--- src/rtl/pickup_stage_pkg.sv ---
package pickup_stage_pkg;

  // Magnitudes and thresholds are unsigned fixed-point values of this width.
  localparam int unsigned MAG_W = 16;
  // Delay counter width, in processing cycles.
  localparam int unsigned DLY_W = 20;
  // Fault type code width carried in the blocking event.
  localparam int unsigned FAULT_W = 4;

  // Release level is threshold * 97 / 100.
  localparam int unsigned RESET_RATIO_NUM = 97;
  localparam int unsigned RESET_RATIO_DEN = 100;
  // Mirrored ratio for under-threshold use: threshold * 103 / 100.
  localparam int unsigned UNDER_RATIO_NUM = 103;

  // Minimum blocking lead time demanded of the blocking source.
  localparam int unsigned BLOCK_LEAD_MS = 5;
  localparam int unsigned CLK_HZ = 100_000_000;

  // Reset values.
  localparam logic [DLY_W-1:0] DLY_RESET = 20'h00000;

  // Stage states.
  typedef enum logic [1:0]
  {
    ST_IDLE    = 2'b00,
    ST_STARTED = 2'b01,
    ST_BLOCKED = 2'b10,
    ST_TRIPPED = 2'b11
  } stage_state_t;

endpackage
--- src/rtl/pickup_stage.sv ---
// Contract
// - Every processing cycle compare measured magnitude with pickup threshold.
// - Once active, release only past 97 percent of threshold; with UNDER_MODE the stage releases only above 103 percent instead.
// - Blocking input is sampled at start of each processing cycle.
// - Blocking comes from one dedicated input of the blocking matrix.
// - Pickup without blocking raises start and runs operate timing.
// - Pickup with blocking raises blocked and does no timing or trip.
// - Blocking after start drops start; release as if pickup reset.
// - Each blocking occurrence gives display notice and stamped event with values.
// - Latch clear command clears latched signals and returns idle itself.
// - Fixed delay mode trips after delay while pickup stays active.
// - Zero delay trips in the same cycle as start.
module pickup_stage
  import pickup_stage_pkg::*;
#(
  parameter bit UNDER_MODE = 1'b0
)
(
  input  wire logic               i_core_clk,
  input  wire logic               i_rstn,
  input  wire logic               i_cycle_tick,
  input  wire logic [MAG_W-1:0]   i_measured_magnitude,
  input  wire logic [MAG_W-1:0]   i_pickup_threshold,
  input  wire logic [DLY_W-1:0]   i_op_delay,
  input  wire logic               i_fixed_delay_mode,
  input  wire logic               i_block_in,
  input  wire logic [FAULT_W-1:0] i_fault_type,
  input  wire logic               i_latch_clear_set,
  input  wire logic               i_latch_clear_in,
  output logic                    o_start,
  output logic                    o_blocked,
  output logic                    o_trip,
  output logic                    o_trip_latched,
  output logic                    o_timer_run,
  output logic                    o_display_event,
  output logic                    o_block_event,
  output logic [MAG_W-1:0]        o_event_magnitude,
  output logic [FAULT_W-1:0]      o_event_fault,
  output logic                    o_latch_clear_cmd
);

  ////////////////////////////////////////////////////////////////////////////
  // Pin synchronisers and comparison.

  logic                   blk_s1_q;
  logic                   blk_s2_q;
  logic                   clr_s1_q;
  logic                   clr_s2_q;
  logic                   pick_q;
  logic                   pick_d;
  stage_state_t           state_q;
  stage_state_t           state_d;
  logic [DLY_W-1:0]       cnt_q;
  logic [DLY_W-1:0]       cnt_d;
  logic [DLY_W-1:0]       cnt_next;
  logic [MAG_W-1:0]       start_mag_q;
  logic                   clear_cmd_q;
  logic [MAG_W+7:0]       rel_level;
  logic [MAG_W+7:0]       mag_scaled;
  logic                   over_set;
  logic                   past_release;
  logic                   blocked_now;
  logic                   delay_done;
  logic                   clear_any;

  // The blocking pin and the clear pin input come from outside and pass two flops first.
  always_ff @(posedge i_core_clk or negedge i_rstn)
  begin
    if (!i_rstn)
    begin
      blk_s1_q <= 1'b0;
      blk_s2_q <= 1'b0;
      clr_s1_q <= 1'b0;
      clr_s2_q <= 1'b0;
    end
    else
    begin
      blk_s1_q <= i_block_in;
      blk_s2_q <= blk_s1_q;
      clr_s1_q <= i_latch_clear_in;
      clr_s2_q <= clr_s1_q;
    end
  end

  // Scaling the magnitude by 100 and the threshold by 97 (103 in under mode) avoids a divider at the cost of wider compares.
  assign rel_level  = (MAG_W+8)'(i_pickup_threshold) *
                      (MAG_W+8)'(UNDER_MODE ? UNDER_RATIO_NUM : RESET_RATIO_NUM);
  assign mag_scaled = (MAG_W+8)'(i_measured_magnitude) * (MAG_W+8)'(RESET_RATIO_DEN);
  assign over_set   = UNDER_MODE ? (i_measured_magnitude < i_pickup_threshold)
                                 : (i_measured_magnitude > i_pickup_threshold);
  assign past_release = UNDER_MODE ? (mag_scaled > rel_level) : (mag_scaled < rel_level);
  assign pick_d     = pick_q ? !past_release : over_set;
  assign blocked_now = blk_s2_q;
  // The count that this tick would reach decides the trip, so a delay of D ticks trips on the D-th tick.
  assign cnt_next   = cnt_q + DLY_W'(1);
  assign delay_done = (cnt_next >= i_op_delay);
  assign clear_any  = i_latch_clear_set | clr_s2_q;

  ////////////////////////////////////////////////////////////////////////////
  // Stage state machine, advanced once per processing cycle tick.

  // Blocking is read before the pickup decision of the same tick is used.
  always_comb
  begin
    state_d = state_q;
    cnt_d   = cnt_q;
    case (state_q)
      ST_IDLE:
      begin
        cnt_d = DLY_RESET;
        if (pick_d && blocked_now)
          state_d = ST_BLOCKED;
        else if (pick_d)
          state_d = (i_op_delay == DLY_RESET) ? ST_TRIPPED : ST_STARTED;
      end
      ST_STARTED:
      begin
        cnt_d = cnt_next;
        if (!pick_d || blocked_now)
        begin
          state_d = blocked_now && pick_d ? ST_BLOCKED : ST_IDLE;
          cnt_d   = DLY_RESET;
        end
        else if (i_fixed_delay_mode && delay_done)
          state_d = ST_TRIPPED;
      end
      ST_BLOCKED:
      begin
        cnt_d = DLY_RESET;
        if (!pick_d)
          state_d = ST_IDLE;
        else if (!blocked_now)
          state_d = (i_op_delay == DLY_RESET) ? ST_TRIPPED : ST_STARTED;
      end
      ST_TRIPPED:
      begin
        cnt_d = DLY_RESET;
        if (!pick_d)
          state_d = ST_IDLE;
        else if (blocked_now)
          state_d = ST_BLOCKED;
      end
      default:
      begin
        state_d = ST_IDLE;
      end
    endcase
  end

  // State, counter and pickup memory only move on a processing tick.
  always_ff @(posedge i_core_clk or negedge i_rstn)
  begin
    if (!i_rstn)
    begin
      state_q <= ST_IDLE;
      cnt_q   <= DLY_RESET;
      pick_q  <= 1'b0;
    end
    else if (i_cycle_tick)
    begin
      state_q <= state_d;
      cnt_q   <= cnt_d;
      pick_q  <= pick_d;
    end
  end

  ////////////////////////////////////////////////////////////////////////////
  // Registered outputs and events.

  // The trip latch holds until a clear; a fresh trip in the clear cycle wins.
  always_ff @(posedge i_core_clk or negedge i_rstn)
  begin
    if (!i_rstn)
    begin
      o_start           <= 1'b0;
      o_blocked         <= 1'b0;
      o_trip            <= 1'b0;
      o_trip_latched    <= 1'b0;
      o_timer_run       <= 1'b0;
      o_display_event   <= 1'b0;
      o_block_event     <= 1'b0;
      o_event_magnitude <= '0;
      o_event_fault     <= '0;
      o_latch_clear_cmd <= 1'b0;
      start_mag_q       <= '0;
      clear_cmd_q       <= 1'b0;
    end
    else
    begin
      o_start     <= (state_q == ST_STARTED) || (state_q == ST_TRIPPED);
      o_blocked   <= (state_q == ST_BLOCKED);
      o_trip      <= (state_q == ST_TRIPPED);
      o_timer_run <= (state_q == ST_STARTED);
      if (state_q == ST_TRIPPED)
        o_trip_latched <= 1'b1;
      else if (clear_any)
        o_trip_latched <= 1'b0;
      if (i_cycle_tick && state_q == ST_IDLE && pick_d)
        start_mag_q <= i_measured_magnitude;
      o_display_event <= i_cycle_tick && state_d == ST_BLOCKED && state_q != ST_BLOCKED;
      o_block_event   <= i_cycle_tick && state_d == ST_BLOCKED && state_q != ST_BLOCKED;
      if (i_cycle_tick && state_d == ST_BLOCKED && state_q != ST_BLOCKED)
      begin
        o_event_magnitude <= (state_q == ST_IDLE) ? i_measured_magnitude : start_mag_q;
        o_event_fault     <= i_fault_type;
      end
      // One-shot: the command pulses once and returns to idle by itself.
      clear_cmd_q       <= clear_any;
      o_latch_clear_cmd <= clear_any && !clear_cmd_q;
    end
  end
endmodule

--- config.mk ---
export PLATFORM = sky130hd
export DESIGN_NAME = pickup_stage
export DESIGN_NICKNAME = d
export VERILOG_FILES = /design/src/rtl/pickup_stage_pkg.sv /design/src/rtl/pickup_stage.sv
export SDC_FILE = /design/constraint.sdc
export NUM_CORES = 1
export LEC_CHECK = 0
export BUFFER_PORTS_ARGS = -buffer_cell sky130_fd_sc_hd__clkbuf_2
export CAP_MARGIN = 20
export CORE_ASPECT_RATIO = 0.5
export CORE_MARGIN = 2
export CORE_UTILIZATION = 65
export DETAILED_ROUTE_END_ITERATION = 7
export HOLD_SLACK_MARGIN = 0.05
export PLACE_DENSITY_LB_ADDON = 0.15
export SLEW_MARGIN = 15
export SYNTH_ARGS = -nofsm -noshare
export SYNTH_HDL_FRONTEND = slang
export SYNTH_SLANG_ARGS = --single-unit
--- constraint.sdc ---
create_clock -name i_core_clk -period 6.8 [get_ports i_core_clk]
set_input_delay 0.34 -clock i_core_clk [delete_from_list [all_inputs] [get_ports i_core_clk]]
set_output_delay 0.34 -clock i_core_clk [all_outputs]
set_load 0.02 [all_outputs]
==> impl_summary.md, run 1 <==
Hold path
The classification of the worst-slack hold path is in -> reg. The startpoint of the worst hold path is i_latch_clear_in. Along the worst hold path, the cell count comes to 1.

Yosys
The number of nets in the synthesized netlist is 1,067. The number of enable-type register cells in the synthesized netlist is 0. By area the synthesized netlist is led by ha_1 29%, dfrtp_1 23%, inv_1 6.4%. In the post-synthesis netlist, the cell with the most instances is ha_1. The share of Yosys cell area claimed by the top area cell type is 0.293. The average size of a mapped cell is 9.55 sq um.

The share of the Yosys chip area taken by registers is 0.231. Ranked by instance count, the synthesized netlist is headed by 180 x ha_1, 132 x inv_1, 71 x dfrtp_1. The share of synthesized flip-flops with an asynchronous set or reset is 1.00.

The number of synthesized register bits is 71. Of all cell types, the one taking the most synthesized area is ha_1. The most common flop cell mapped by yosys is dfrtp_1. The area of the mapped netlist is 7690 sq um.

The netlist uses 57 different library cells. The count of yosys warnings during synthesis is 0. The number of cells produced by synthesis is 805.

STA
On the final layout, the worst hold slack is 0.116 ns. For the final routed database, the setup TNS stands at 0 ns. The total setup violations reported at the end of the flow is 0. Setup repair after global routing left no endpoint under its margin. The number of pins exceeding their max-slew limit in the final report is 0. The final cycle utilization of the critical path is 0.911. Across all setup checks in the final design, the least slack found is 0.604 ns.

The worst setup skew after layout is 0.00791 ns. The clock period minus final worst setup slack is 6.20 ns. The number of hold violations in the final report is 0. The normalized max-slew margin is 0.242. At the pin with the least slew margin, the transition time is 1.13 ns. The maximum clock frequency is 161 MHz.

Critical path
The critical path crosses 25 cells after its start point. The maximum net fanout on the critical path is 16. The largest individual stage delay along the critical path comes from the cell nor3_4. The number of cells on the worst reg-to-reg path is 12.

In this design, the critical path's most frequently occurring cell is ha_1. For the worst setup path, the data arrival time is 6.41 ns. Across all register-to-register paths, the minimum setup slack is 3.60 ns.

The destination of the worst register-to-register timing path is state_q[1]. The capture point of the critical path is start_mag_q[2]. The worst setup path is launched from a primary input. The kind of critical path is in -> reg. The critical path capture point type is a flop. The most critical setup path has its startpoint at i_pickup_threshold[5]. The cell family contributing the most delay on the critical path is compound AO/OA/AOI/OAI gates. The launch instance of the worst register-to-register path is cnt_q[0]. On the worst path, the slowest cell contributes a delay of 0.76 ns.

For the worst setup path, the data required time is 7.01 ns. The number of buffers and inverters on the critical path is 3.

Power and ir drop
For this design the ratio of total power to cell area is 299 nW/um^2. Summed over all cells, the static leakage comes to 4.79 nW. The power after layout is 2.59 mW. The worst-case vdd ir drop is 0.000165 V.

Floorplanning
The boundary pin count is 91. The starting utilization of the core area is 0.659. The floorplan die area is 12,800 sq um. The floorplan has 28 rows. The width of the die is 158 microns. The core region is 11,700 sq um. From bottom edge to top edge, the die measures 80.9 microns.

Global route
The initial antenna violation count is 0. The first global-routing pass estimated 27.6 mm of wire. After global routing the overflow that remains totals 0. The largest net degree at the start of global routing is 72.

The number of global-route vias before repair is 5,981. For this run, the total global-route usage over all layers was measured as 0.273.

Place
The count of buffers added on input and output ports is 90. Prior to clock tree synthesis, the placed netlist has a worst setup slack of 0.303 ns. The congestion estimate from routability-driven global placement came to 0.842. The placed wire-length estimate is 13.3 mm.

Final layout
From synthesis to final layout, the design area changed by 12.7%. The repair_antennas step left the layout with diodes totalling 0. The share of post-route cells with drive strength above 1 is 0.155. After the last flow step, the layout net total stands at 1,162.

Drt
After detailed routing, the number of vias per cell comes to 5.72. Wires add up to 16.5 mm. In the final routed layout, each cell accounts on average for 15.4 microns. The remaining number of nets flagged by the antenna check after routing is 0. The via count of the routed design is 6,120. The remaining routing DRC violations is 0.

The first TritonRoute pass finished after 4 iterations. After the first detailed-routing iteration, the DRC count stood at 380.

Flow run
The count of max-cap constraint violations is 0.

Clock tree
The buffer depth of the longest clock path is 2. Clock latency on the worst-skew pair, taken at its later pin, is 0.33 ns. Post-CTS repair changed the size of 0 cells. Buffers inserted during clock tree synthesis total 9.

CTS built an H-tree with a depth of 3. In this run the clock root is driven by a clkbuf_16. CTS saw 71 sinks. The TritonCTS clock tree is yes. The post-CTS setup buffer count is 0.

Buffers inserted to repair hold after CTS numbered 0. The CTS clock-pin slew for the worst setup and hold paths is 0.06 ns.

Outcome
The run finished with clean final reports.
==> state kept, by name (all words and copies together) (netlist names), 2 cells and up <==
| register | cells |
|---|---|
| cnt_q | 20 |
| state_q | 2 |
| o_event_magnitude | 16 |
| start_mag_q | 16 |
| o_event_fault | 4 |
==> metrics by stage <==
| step | cells | instance area [sq um] | utilization |
|---|---|---|---|
| 2_1_floorplan | 805 | 7690 | - |
| 3_3_place_gp | 1054 | 8330 | 0.714 |
| 3_5_place_dp | 1054 | 8330 | 0.714 |
| 4_1_cts | 1070 | 8670 | 0.743 |
| 5_1_grt | 1070 | 8670 | 0.743 |
| 6_report | 1070 | 8670 | 0.743 |
==> worst min path at each step <==
stage,to,slack (ns)
3_3_place_gp,clr_s2_q,0.33
5_1_grt,clr_s1_q,0.10
3_5_place_dp,clr_s2_q,0.34
2_1_floorplan,blk_s1_q,0.04
6_report,clr_s1_q,0.12
4_1_cts,clr_s1_q,0.11
==> logic make-up (layout without fill, tap and decap cells) <==
logic type	count (synthesis)	after routing	share of synthesized area
adders and majority gates	199	199	0.342
DFF	71	71	0.231
xor gates and xnor gates	48	48	0.0547
buffers and inverters	143	243	0.0719
and+or+nand+nor	150	150	0.0999
AOI/OAI and AO/OA	156	156	0.143
muxes	38	38	0.0576
==> cell usage in the layout (no fill, tap or decap), types with 7 or more instances in the layout <==
master and n:
xnor2_1 30, nor3_1 15, a22o_1 12, fa_1 19, nand4_1 12, a21oi_1 53
clkbuf_2 89, ha_1 180, mux2_4 10, o21a_1 8, mux2_2 7, a21o_1 19
dfrtp_1 71, inv_1 132, xor2_1 18, and3_1 12, clkbuf_16 9, nor2_1 42
o31ai_1 7, o21ai_0 18, nand2_1 19, mux2i_1 18, nand3_1 18
==> layout make-up <==
type | instances | area (sq um)
Clock buffer | 12 | 256
Clock inverter | 4 | 76.3
Fill cell | 897 | 3000
Inverter | 133 | 499
Multi-Input combinational cell | 591 | 5370
Sequential cell | 71 | 1780
Tap cell | 165 | 206
Timing Repair Buffer | 94 | 480
==> report_power, final <==
part / leakage (nW) / internal, mW / switching, mW / total (mW)
Clock: 0.159 / 0.342 / 0.173 / 0.516
Combinational: 3.75 / 0.632 / 0.801 / 1.43
Sequential: 0.882 / 0.556 / 0.0892 / 0.645
==> per-layer routing <==
| metal | track usage | vias up | share of wire |
|---|---|---|---|
| met3 | 0.0315 | 13 | 0.036 |
| met1 | 0.369 | 2942 | 0.49 |
| li1 | - | 3034 | - |
| met5 | 0 | - | 0 |
| met4 | 0.0500 | 0 | 0.0079 |
| met2 | 0.481 | 131 | 0.47 |
No activity file was read; power rests on OpenSTA's default activity.
==> inputs of run 2 (changes only) <==
- HOLD_SLACK_MARGIN: 0.05 -> 0.12
==> impl_summary.md, run 2 (same netlist as run 1, synthesis figures left out) <==
Final layout
The largest registers in the layout are cnt_q x20, o_event_magnitude x16, start_mag_q x16. The flip-flop count of the largest register after layout is 20. The final layout contains 1,164 nets. The register with the most flip-flops in the final layout is cnt_q. Leaving out fill and tap cells, the most frequent cell in the layout is ha_1. The count of inserted antenna diode cells is 0.

The share of post-route cells with drive strength above 1 is 0.154. Relative to the synthesized area, the layout overhead comes to 13.0%. In the layout the commonest cells are 180 x ha_1, 132 x inv_1, 89 x clkbuf_2.

Drt
After detailed routing, the total wire length is 16.5 mm. The initial DRC count is 363. The detailed-route wire length per cell is 15.4 microns. The pre-antenna-repair detailed-routing pass consisted of 4 iterations.

Summing over every cut layer, the via total after detailed routing is 6,127. Once detail routing completed, the nets flagged for antenna violations numbered 0. The ratio of routed vias to standard cells is 5.72.

For this run, design rule violations remaining after detail routing come to 0.

Power and ir drop
The worst-case vdd ir drop is 0.000165 V. In this run the power density over the cells is 299 nW/um^2. The standby leakage power is 4.80 nW.

Place
In this run the tool buffered the top-level ports with 90 buffer cells. Routability-driven placement finished with a final weighted congestion of 0.842. The HPWL after detailed placement is 13.3 mm. Before CTS, the worst setup slack after placement is 0.303 ns.

STA
Hold is met by 0.207 ns. After routing, the total negative slack on setup checks comes to 0 ns. Setup violations remaining at the end of the flow were counted as 0. Static timing analysis puts the maximum clock frequency at 161 MHz. The number of pins exceeding their max-slew limit in the final report was 0.

Setup repair after global routing left no endpoint under its margin. The number of hold violations in the final report is 0. Across all setup checks in the final design, the least slack found is 0.607 ns. The normalized max-slew margin is 0.251. The clock period minus final worst setup slack is 6.19 ns. The worst setup skew after layout is 0.00818 ns. The final cycle utilization of the critical path is 0.911. The slew of the pin with the lowest slew margin is 1.11 ns.

Outcome
The flow ran to the end, and the final reports show no timing, DRC or antenna violations.

Clock tree
The insertion delay to the later sink of the worst-skew pair is 0.33 ns. TritonCTS built the clock tree. The deepest level of the CTS H-tree is 3.

The number of cells upsized or downsized after cts is 0. Clock tree synthesis found a total of 71 sinks. CTS placed an instance of clkbuf_16 at the clock tree root.

The CTS clock-pin slew for the worst setup and hold paths is 0.06 ns. Clock tree synthesis inserted a total of 9 buffers. The buffer depth of the longest clock path is 2.

Floorplanning
The starting utilization of the core area is 0.659. The core region is 11,700 sq um. After floorplanning, the core was divided into 28 placement rows. The height of the die is 80.9 microns.

The floorplan die area is 12,800 sq um. The boundary pin count is 91. The width of the die is 158 microns.

Critical path
The number of buffers and inverters on the critical path is 3. The kind of critical path is in -> reg. Data on the critical path is required at its endpoint by 7.02 ns.

The kind of cell with the highest combined delay on the critical path is compound AO/OA/AOI/OAI gates. Setup slack on the worst reg-to-reg path comes out at 3.61 ns. The critical-path cell with the highest stage delay is nor3_4. Along the worst path, the maximum fanout reaches 16. The critical path capture point type is a flop. The most frequent cell on the critical path is ha_1. For this run, the slowest stage of the critical path takes 0.77 ns.

The data arrival time of the critical path is 6.41 ns. The startpoint type of the worst setup path is a primary input.

Global route
In the global route stage, overall resource usage came out at 0.273. The remaining global-route overflow is 0. The initial antenna violation count came to 0. The largest net degree at the start of global routing is 72. The number of global-route vias before repair is 5,981. The first-pass GRT wire length is 27.6 mm.

Flow run
The count of max-cap constraint violations is 0.

Hold path
The classification of the worst-slack hold path is in -> async.
[run 2: cell count changes in the layout (fill, tap and decap cells not counted)]
cell	before	now
dlygate4sd3_1	0	2
[run 2: metrics by stage]
stage | std cells | power [mW] | utilization | instance area, sq um
floorplan | 805 | 1.71 | - | 7690
global placement | 1054 | 2.00 | 0.714 | 8330
detailed placement | 1054 | 2.06 | 0.714 | 8330
CTS | 1072 | 2.60 | 0.745 | 8690
global route | 1072 | 2.81 | 0.745 | 8690
finish | 1072 | 2.59 | 0.745 | 8690
[run 2: timing repair]
item / CTS / global route
buffers inserted: 0 / 0
endpoints found under the hold margin: 2 / 0
hold buffers: 2 / 0
endpoints found under the setup margin: 0 / 0
[run 2: layout make-up]
class,instances,area (sq um)
clock buffer,12,256
tap,165,206
timing repair buffer,96,500
clock inverter,4,76.3
inverter,133,499
multi-input combinational,591,5370
sequential,71,1780
fill,895,2980
[run 2: path summary, 6_finish.rpt]
kind / depth (start not counted) / to / start
worst max-delay path: 25 / start_mag_q[2] / i_pickup_threshold[5]
max in group asynchronous: 2 / cnt_q[12] / i_rstn
worst max register to register: 12 / state_q[1] / cnt_q[0]
worst min-delay path: 2 / clear_cmd_q / i_rstn
min in group i_core_clk: 3 / clear_cmd_q / i_latch_clear_set
worst min register to register: 0 / clr_s2_q / clr_s1_q
[run 2: power breakdown]
part | internal [mW] | switching (mW)
registers | 0.556 | 0.0883
logic | 0.633 | 0.801
clock network | 0.342 | 0.174
[run 2: routing by layer]
| layer | part of all wire | vias up | wire [microns] | GRT usage |
|---|---|---|---|---|
| li1 | - | 3037 | - | - |
| met1 | 0.49 | 2954 | 8030 | 0.369 |
| met2 | 0.47 | 124 | 7820 | 0.481 |
| met3 | 0.032 | 12 | 533 | 0.0315 |
| met4 | 0.0092 | 0 | 152 | 0.0500 |
| met5 | 0 | - | 0 | 0 |
==> inputs of run 3 (changes only) <==
- CTS_BUF_LIST: default -> sky130_fd_sc_hd__clkbuf_8
==> impl_summary.md, run 3 (same netlist as run 1, synthesis figures left out) <==
Floorplanning
The total area inside the core boundary comes to 11,700 sq um. The floorplan die area is 12,800 sq um. In this run the core area contains 28 standard-cell rows. For this design the top-level I/O count stands at 91. The width of the die is 158 microns. The starting utilization of the core area is 0.659. The die is 80.9 microns tall.

STA
The number of hold violations in the final report was 0. The normalized max-slew margin is 0.238. For the pin with the worst max-slew slack, the measured transition is 1.13 ns.

The clock period minus final worst setup slack is 6.15 ns. Setup repair after global routing left no endpoint under its margin. The worst setup skew after layout is 0.00834 ns. For the final routed database, the setup TNS stands at 0 ns. Setup violations remaining at the end of the flow were counted as 0. The final cycle utilization of the critical path is 0.905.

The number of pins exceeding their max-slew limit in the final report is 0. Derived from the worst setup path, the maximum achievable clock frequency is 163 MHz.

Critical path
The number of buffers and inverters on the critical path is 3. The cell depth of the worst setup path is 25. At the worst endpoint, the required time is 7.03 ns.

The kind of cell with the highest combined delay along the critical path is compound AO/OA/AOI/OAI gates. The kind of critical path is in -> reg. STA classifies the critical path startpoint as a primary input. For this design, the slowest cell found on the critical path is nor3_4. For the worst flop-to-flop path, the logic depth is 14. The critical path capture point type is a flop. The most numerous cell type found on the critical path is ha_1. Data arrives at the worst endpoint at 6.38 ns. In this design, the stage delay of the slowest critical-path cell is 0.73 ns.

In this run the worst path has a maximum fanout of 16.

Clock tree
Counting the buffers created by CTS gives 9. The tree is rooted in a clkbuf_8. TritonCTS built the clock tree. In this run the number of H-tree levels came out at 3. The CTS clock-pin slew for the worst setup and hold paths is 0.08 ns.

Once the clock tree was built, the resizer swapped 0 gates to a different size. The insertion delay to the later sink of the worst-skew pair is 0.34 ns. The clock drives 71 sinks. The clock passes through at most 2 buffers.

Power and ir drop
Of the total power, registers draw 0.262. The worst-case vdd ir drop is 0.000163 V. Of the total power, the clock network draws 0.155.

The switching fraction of total power is 0.423. The internal power summed over all cells is 1.41 mW. Of the total power, combinational logic draws 0.583.

Summed over all cells, the static leakage comes to 4.76 nW. The power density normalized to cell area is 285 nW/um^2. The power after layout is 2.45 mW. The reported net switching power is 1.04 mW.

Global route
The met1 track demand over resource in global routing is 0.363. For met3 alone, demand over resource in global routing was 0.0277. The met2 track demand over resource in global routing is 0.472. In this run the most used layer during global routing was met2. The total routing usage reported by global routing is 0.268. Entering global routing, the biggest net connects 72 pins.

For this run the aggregate overflow at the end of global routing stands at 0. The first global-routing pass estimated 27.2 mm of wire. The initial antenna violation count is 0. The number of global-route vias before repair is 5,958.

Drt
After detailed routing, the average wire length per cell comes to 15.1 microns. For this run, design rule violations remaining after detail routing come to 0. The first routing iteration left 272 violations. Wires add up to 16.2 mm. Dividing the detail-routed via count by the number of cells gives 5.68.

The via count of the routed design is 6,085. The remaining number of nets flagged by the antenna check after routing is 0. The number of iterations in the first detailed-routing pass is 5.

Flow run
The count of max-cap constraint violations is 0.

Final layout
The most frequent standard cell in the layout excluding fill and tap cells is ha_1. The register bank with the most flops is cnt_q. The repair_antennas step left the layout with diodes totalling 0. The share of post-route cells with drive strength above 1 is 0.154.

Summing all flip-flop and latch instances after layout gives 1780 sq um. After filler insertion, the fill cell instance count of the layout stands at 916. The largest registers in the layout are cnt_q x20, o_event_magnitude x16, start_mag_q x16. The multi-input combinational cells in the finished layout cover a total of 5370 sq um. The area overhead of the layout relative to synthesis is 11.6%. The flip-flop count of the largest register after layout is 20. In the final design database the tool counted 1,164 nets. Leaving out fill and tap cells, the most frequent cells in the layout are 180 x ha_1, 133 x inv_1, 89 x clkbuf_2.

Place
Summed over all nets, the half-perimeter wirelength after detailed placement is 13.3 mm. The count of buffers added on input and output ports is 90. The placer's final routability congestion estimate is 0.842.

Hold path
The classification of the worst-slack hold path is in -> async.

Outcome
The run finished with clean final reports.
run 3: cell count changes in the layout (fill, tap and decap cells not counted):
cell	before	now
clkbuf_1	1	0
clkbuf_16	9	0
clkbuf_8	2	11
inv_1	132	133
run 3: area by class of cell:
| class | instances | share of cell area |
|---|---|---|
| Inverter | 133 | 0.0582 |
| Clock inverter | 5 | 0.00933 |
| Sequential cell | 71 | 0.207 |
| Timing Repair Buffer | 96 | 0.0583 |
| Multi-Input combinational cell | 591 | 0.626 |
| Clock buffer | 11 | 0.0176 |
| Tap cell | 165 | 0.0240 |
run 3: final timing paths:
| check | startpoint | end | slack, ns |
|---|---|---|---|
| worst min-delay path | i_rstn | o_blocked | 0.19 |
| min in group i_core_clk | i_latch_clear_set | clear_cmd_q | 0.21 |
| worst max register to register | cnt_q[2] | state_q[1] | 3.62 |
| max in group asynchronous | i_rstn | o_event_magnitude[4] | 6.04 |
| worst max-delay path | i_pickup_threshold[5] | start_mag_q[2] | 0.65 |
| worst min register to register | clr_s1_q | clr_s2_q | 0.35 |
run 3: timing repair:
action | 4_1_cts | 5_1_grt
hold buffers | 2 | 0
endpoints found under the setup margin | 0 | 0
endpoints found under the hold margin | 2 | 0
setup buffers | 0 | 0
run 3: worst register-to-register path: cells and delay by family, from the launching register on:
kind	cells	cell delay [ns]
xor gates and xnor gates	1	0.21
DFF	1	0.42
AOI/OAI and AO/OA	7	1.07
and+or+nand+nor	5	1.09
adders and majority gates	1	0.28
run 3: metrics by stage:
step / util / area, sq um / setup slack, ns / cells / hold slack, ns
after floorplan: - / 7690 / 1.12 / 805 / 0.0444
after global placement: 0.714 / 8330 / 0.471 / 1054 / 0.333
after detailed placement: 0.714 / 8330 / 0.303 / 1054 / 0.339
after CTS: 0.736 / 8580 / 0.635 / 1072 / 0.202
after global routing: 0.736 / 8580 / 0.209 / 1072 / 0.209
final: 0.736 / 8580 / 0.648 / 1072 / 0.191
run 3: power by group through the flow:
stage	Combinational, mW	Clock [mW]	Sequential, mW
floorplan	0.998	0	0.710
global placement	1.36	0	0.640
detailed placement	1.42	0	0.646
CTS	1.43	0.389	0.641
global route	1.60	0.408	0.655
finish	1.43	0.380	0.642
run 3: metal layers:
metal / wire, microns / vias up
met4: 164 / 0
li1: - / 3042
met5: 0 / -
met2: 7640 / 128
met1: 7860 / 2899
met3: 511 / 16
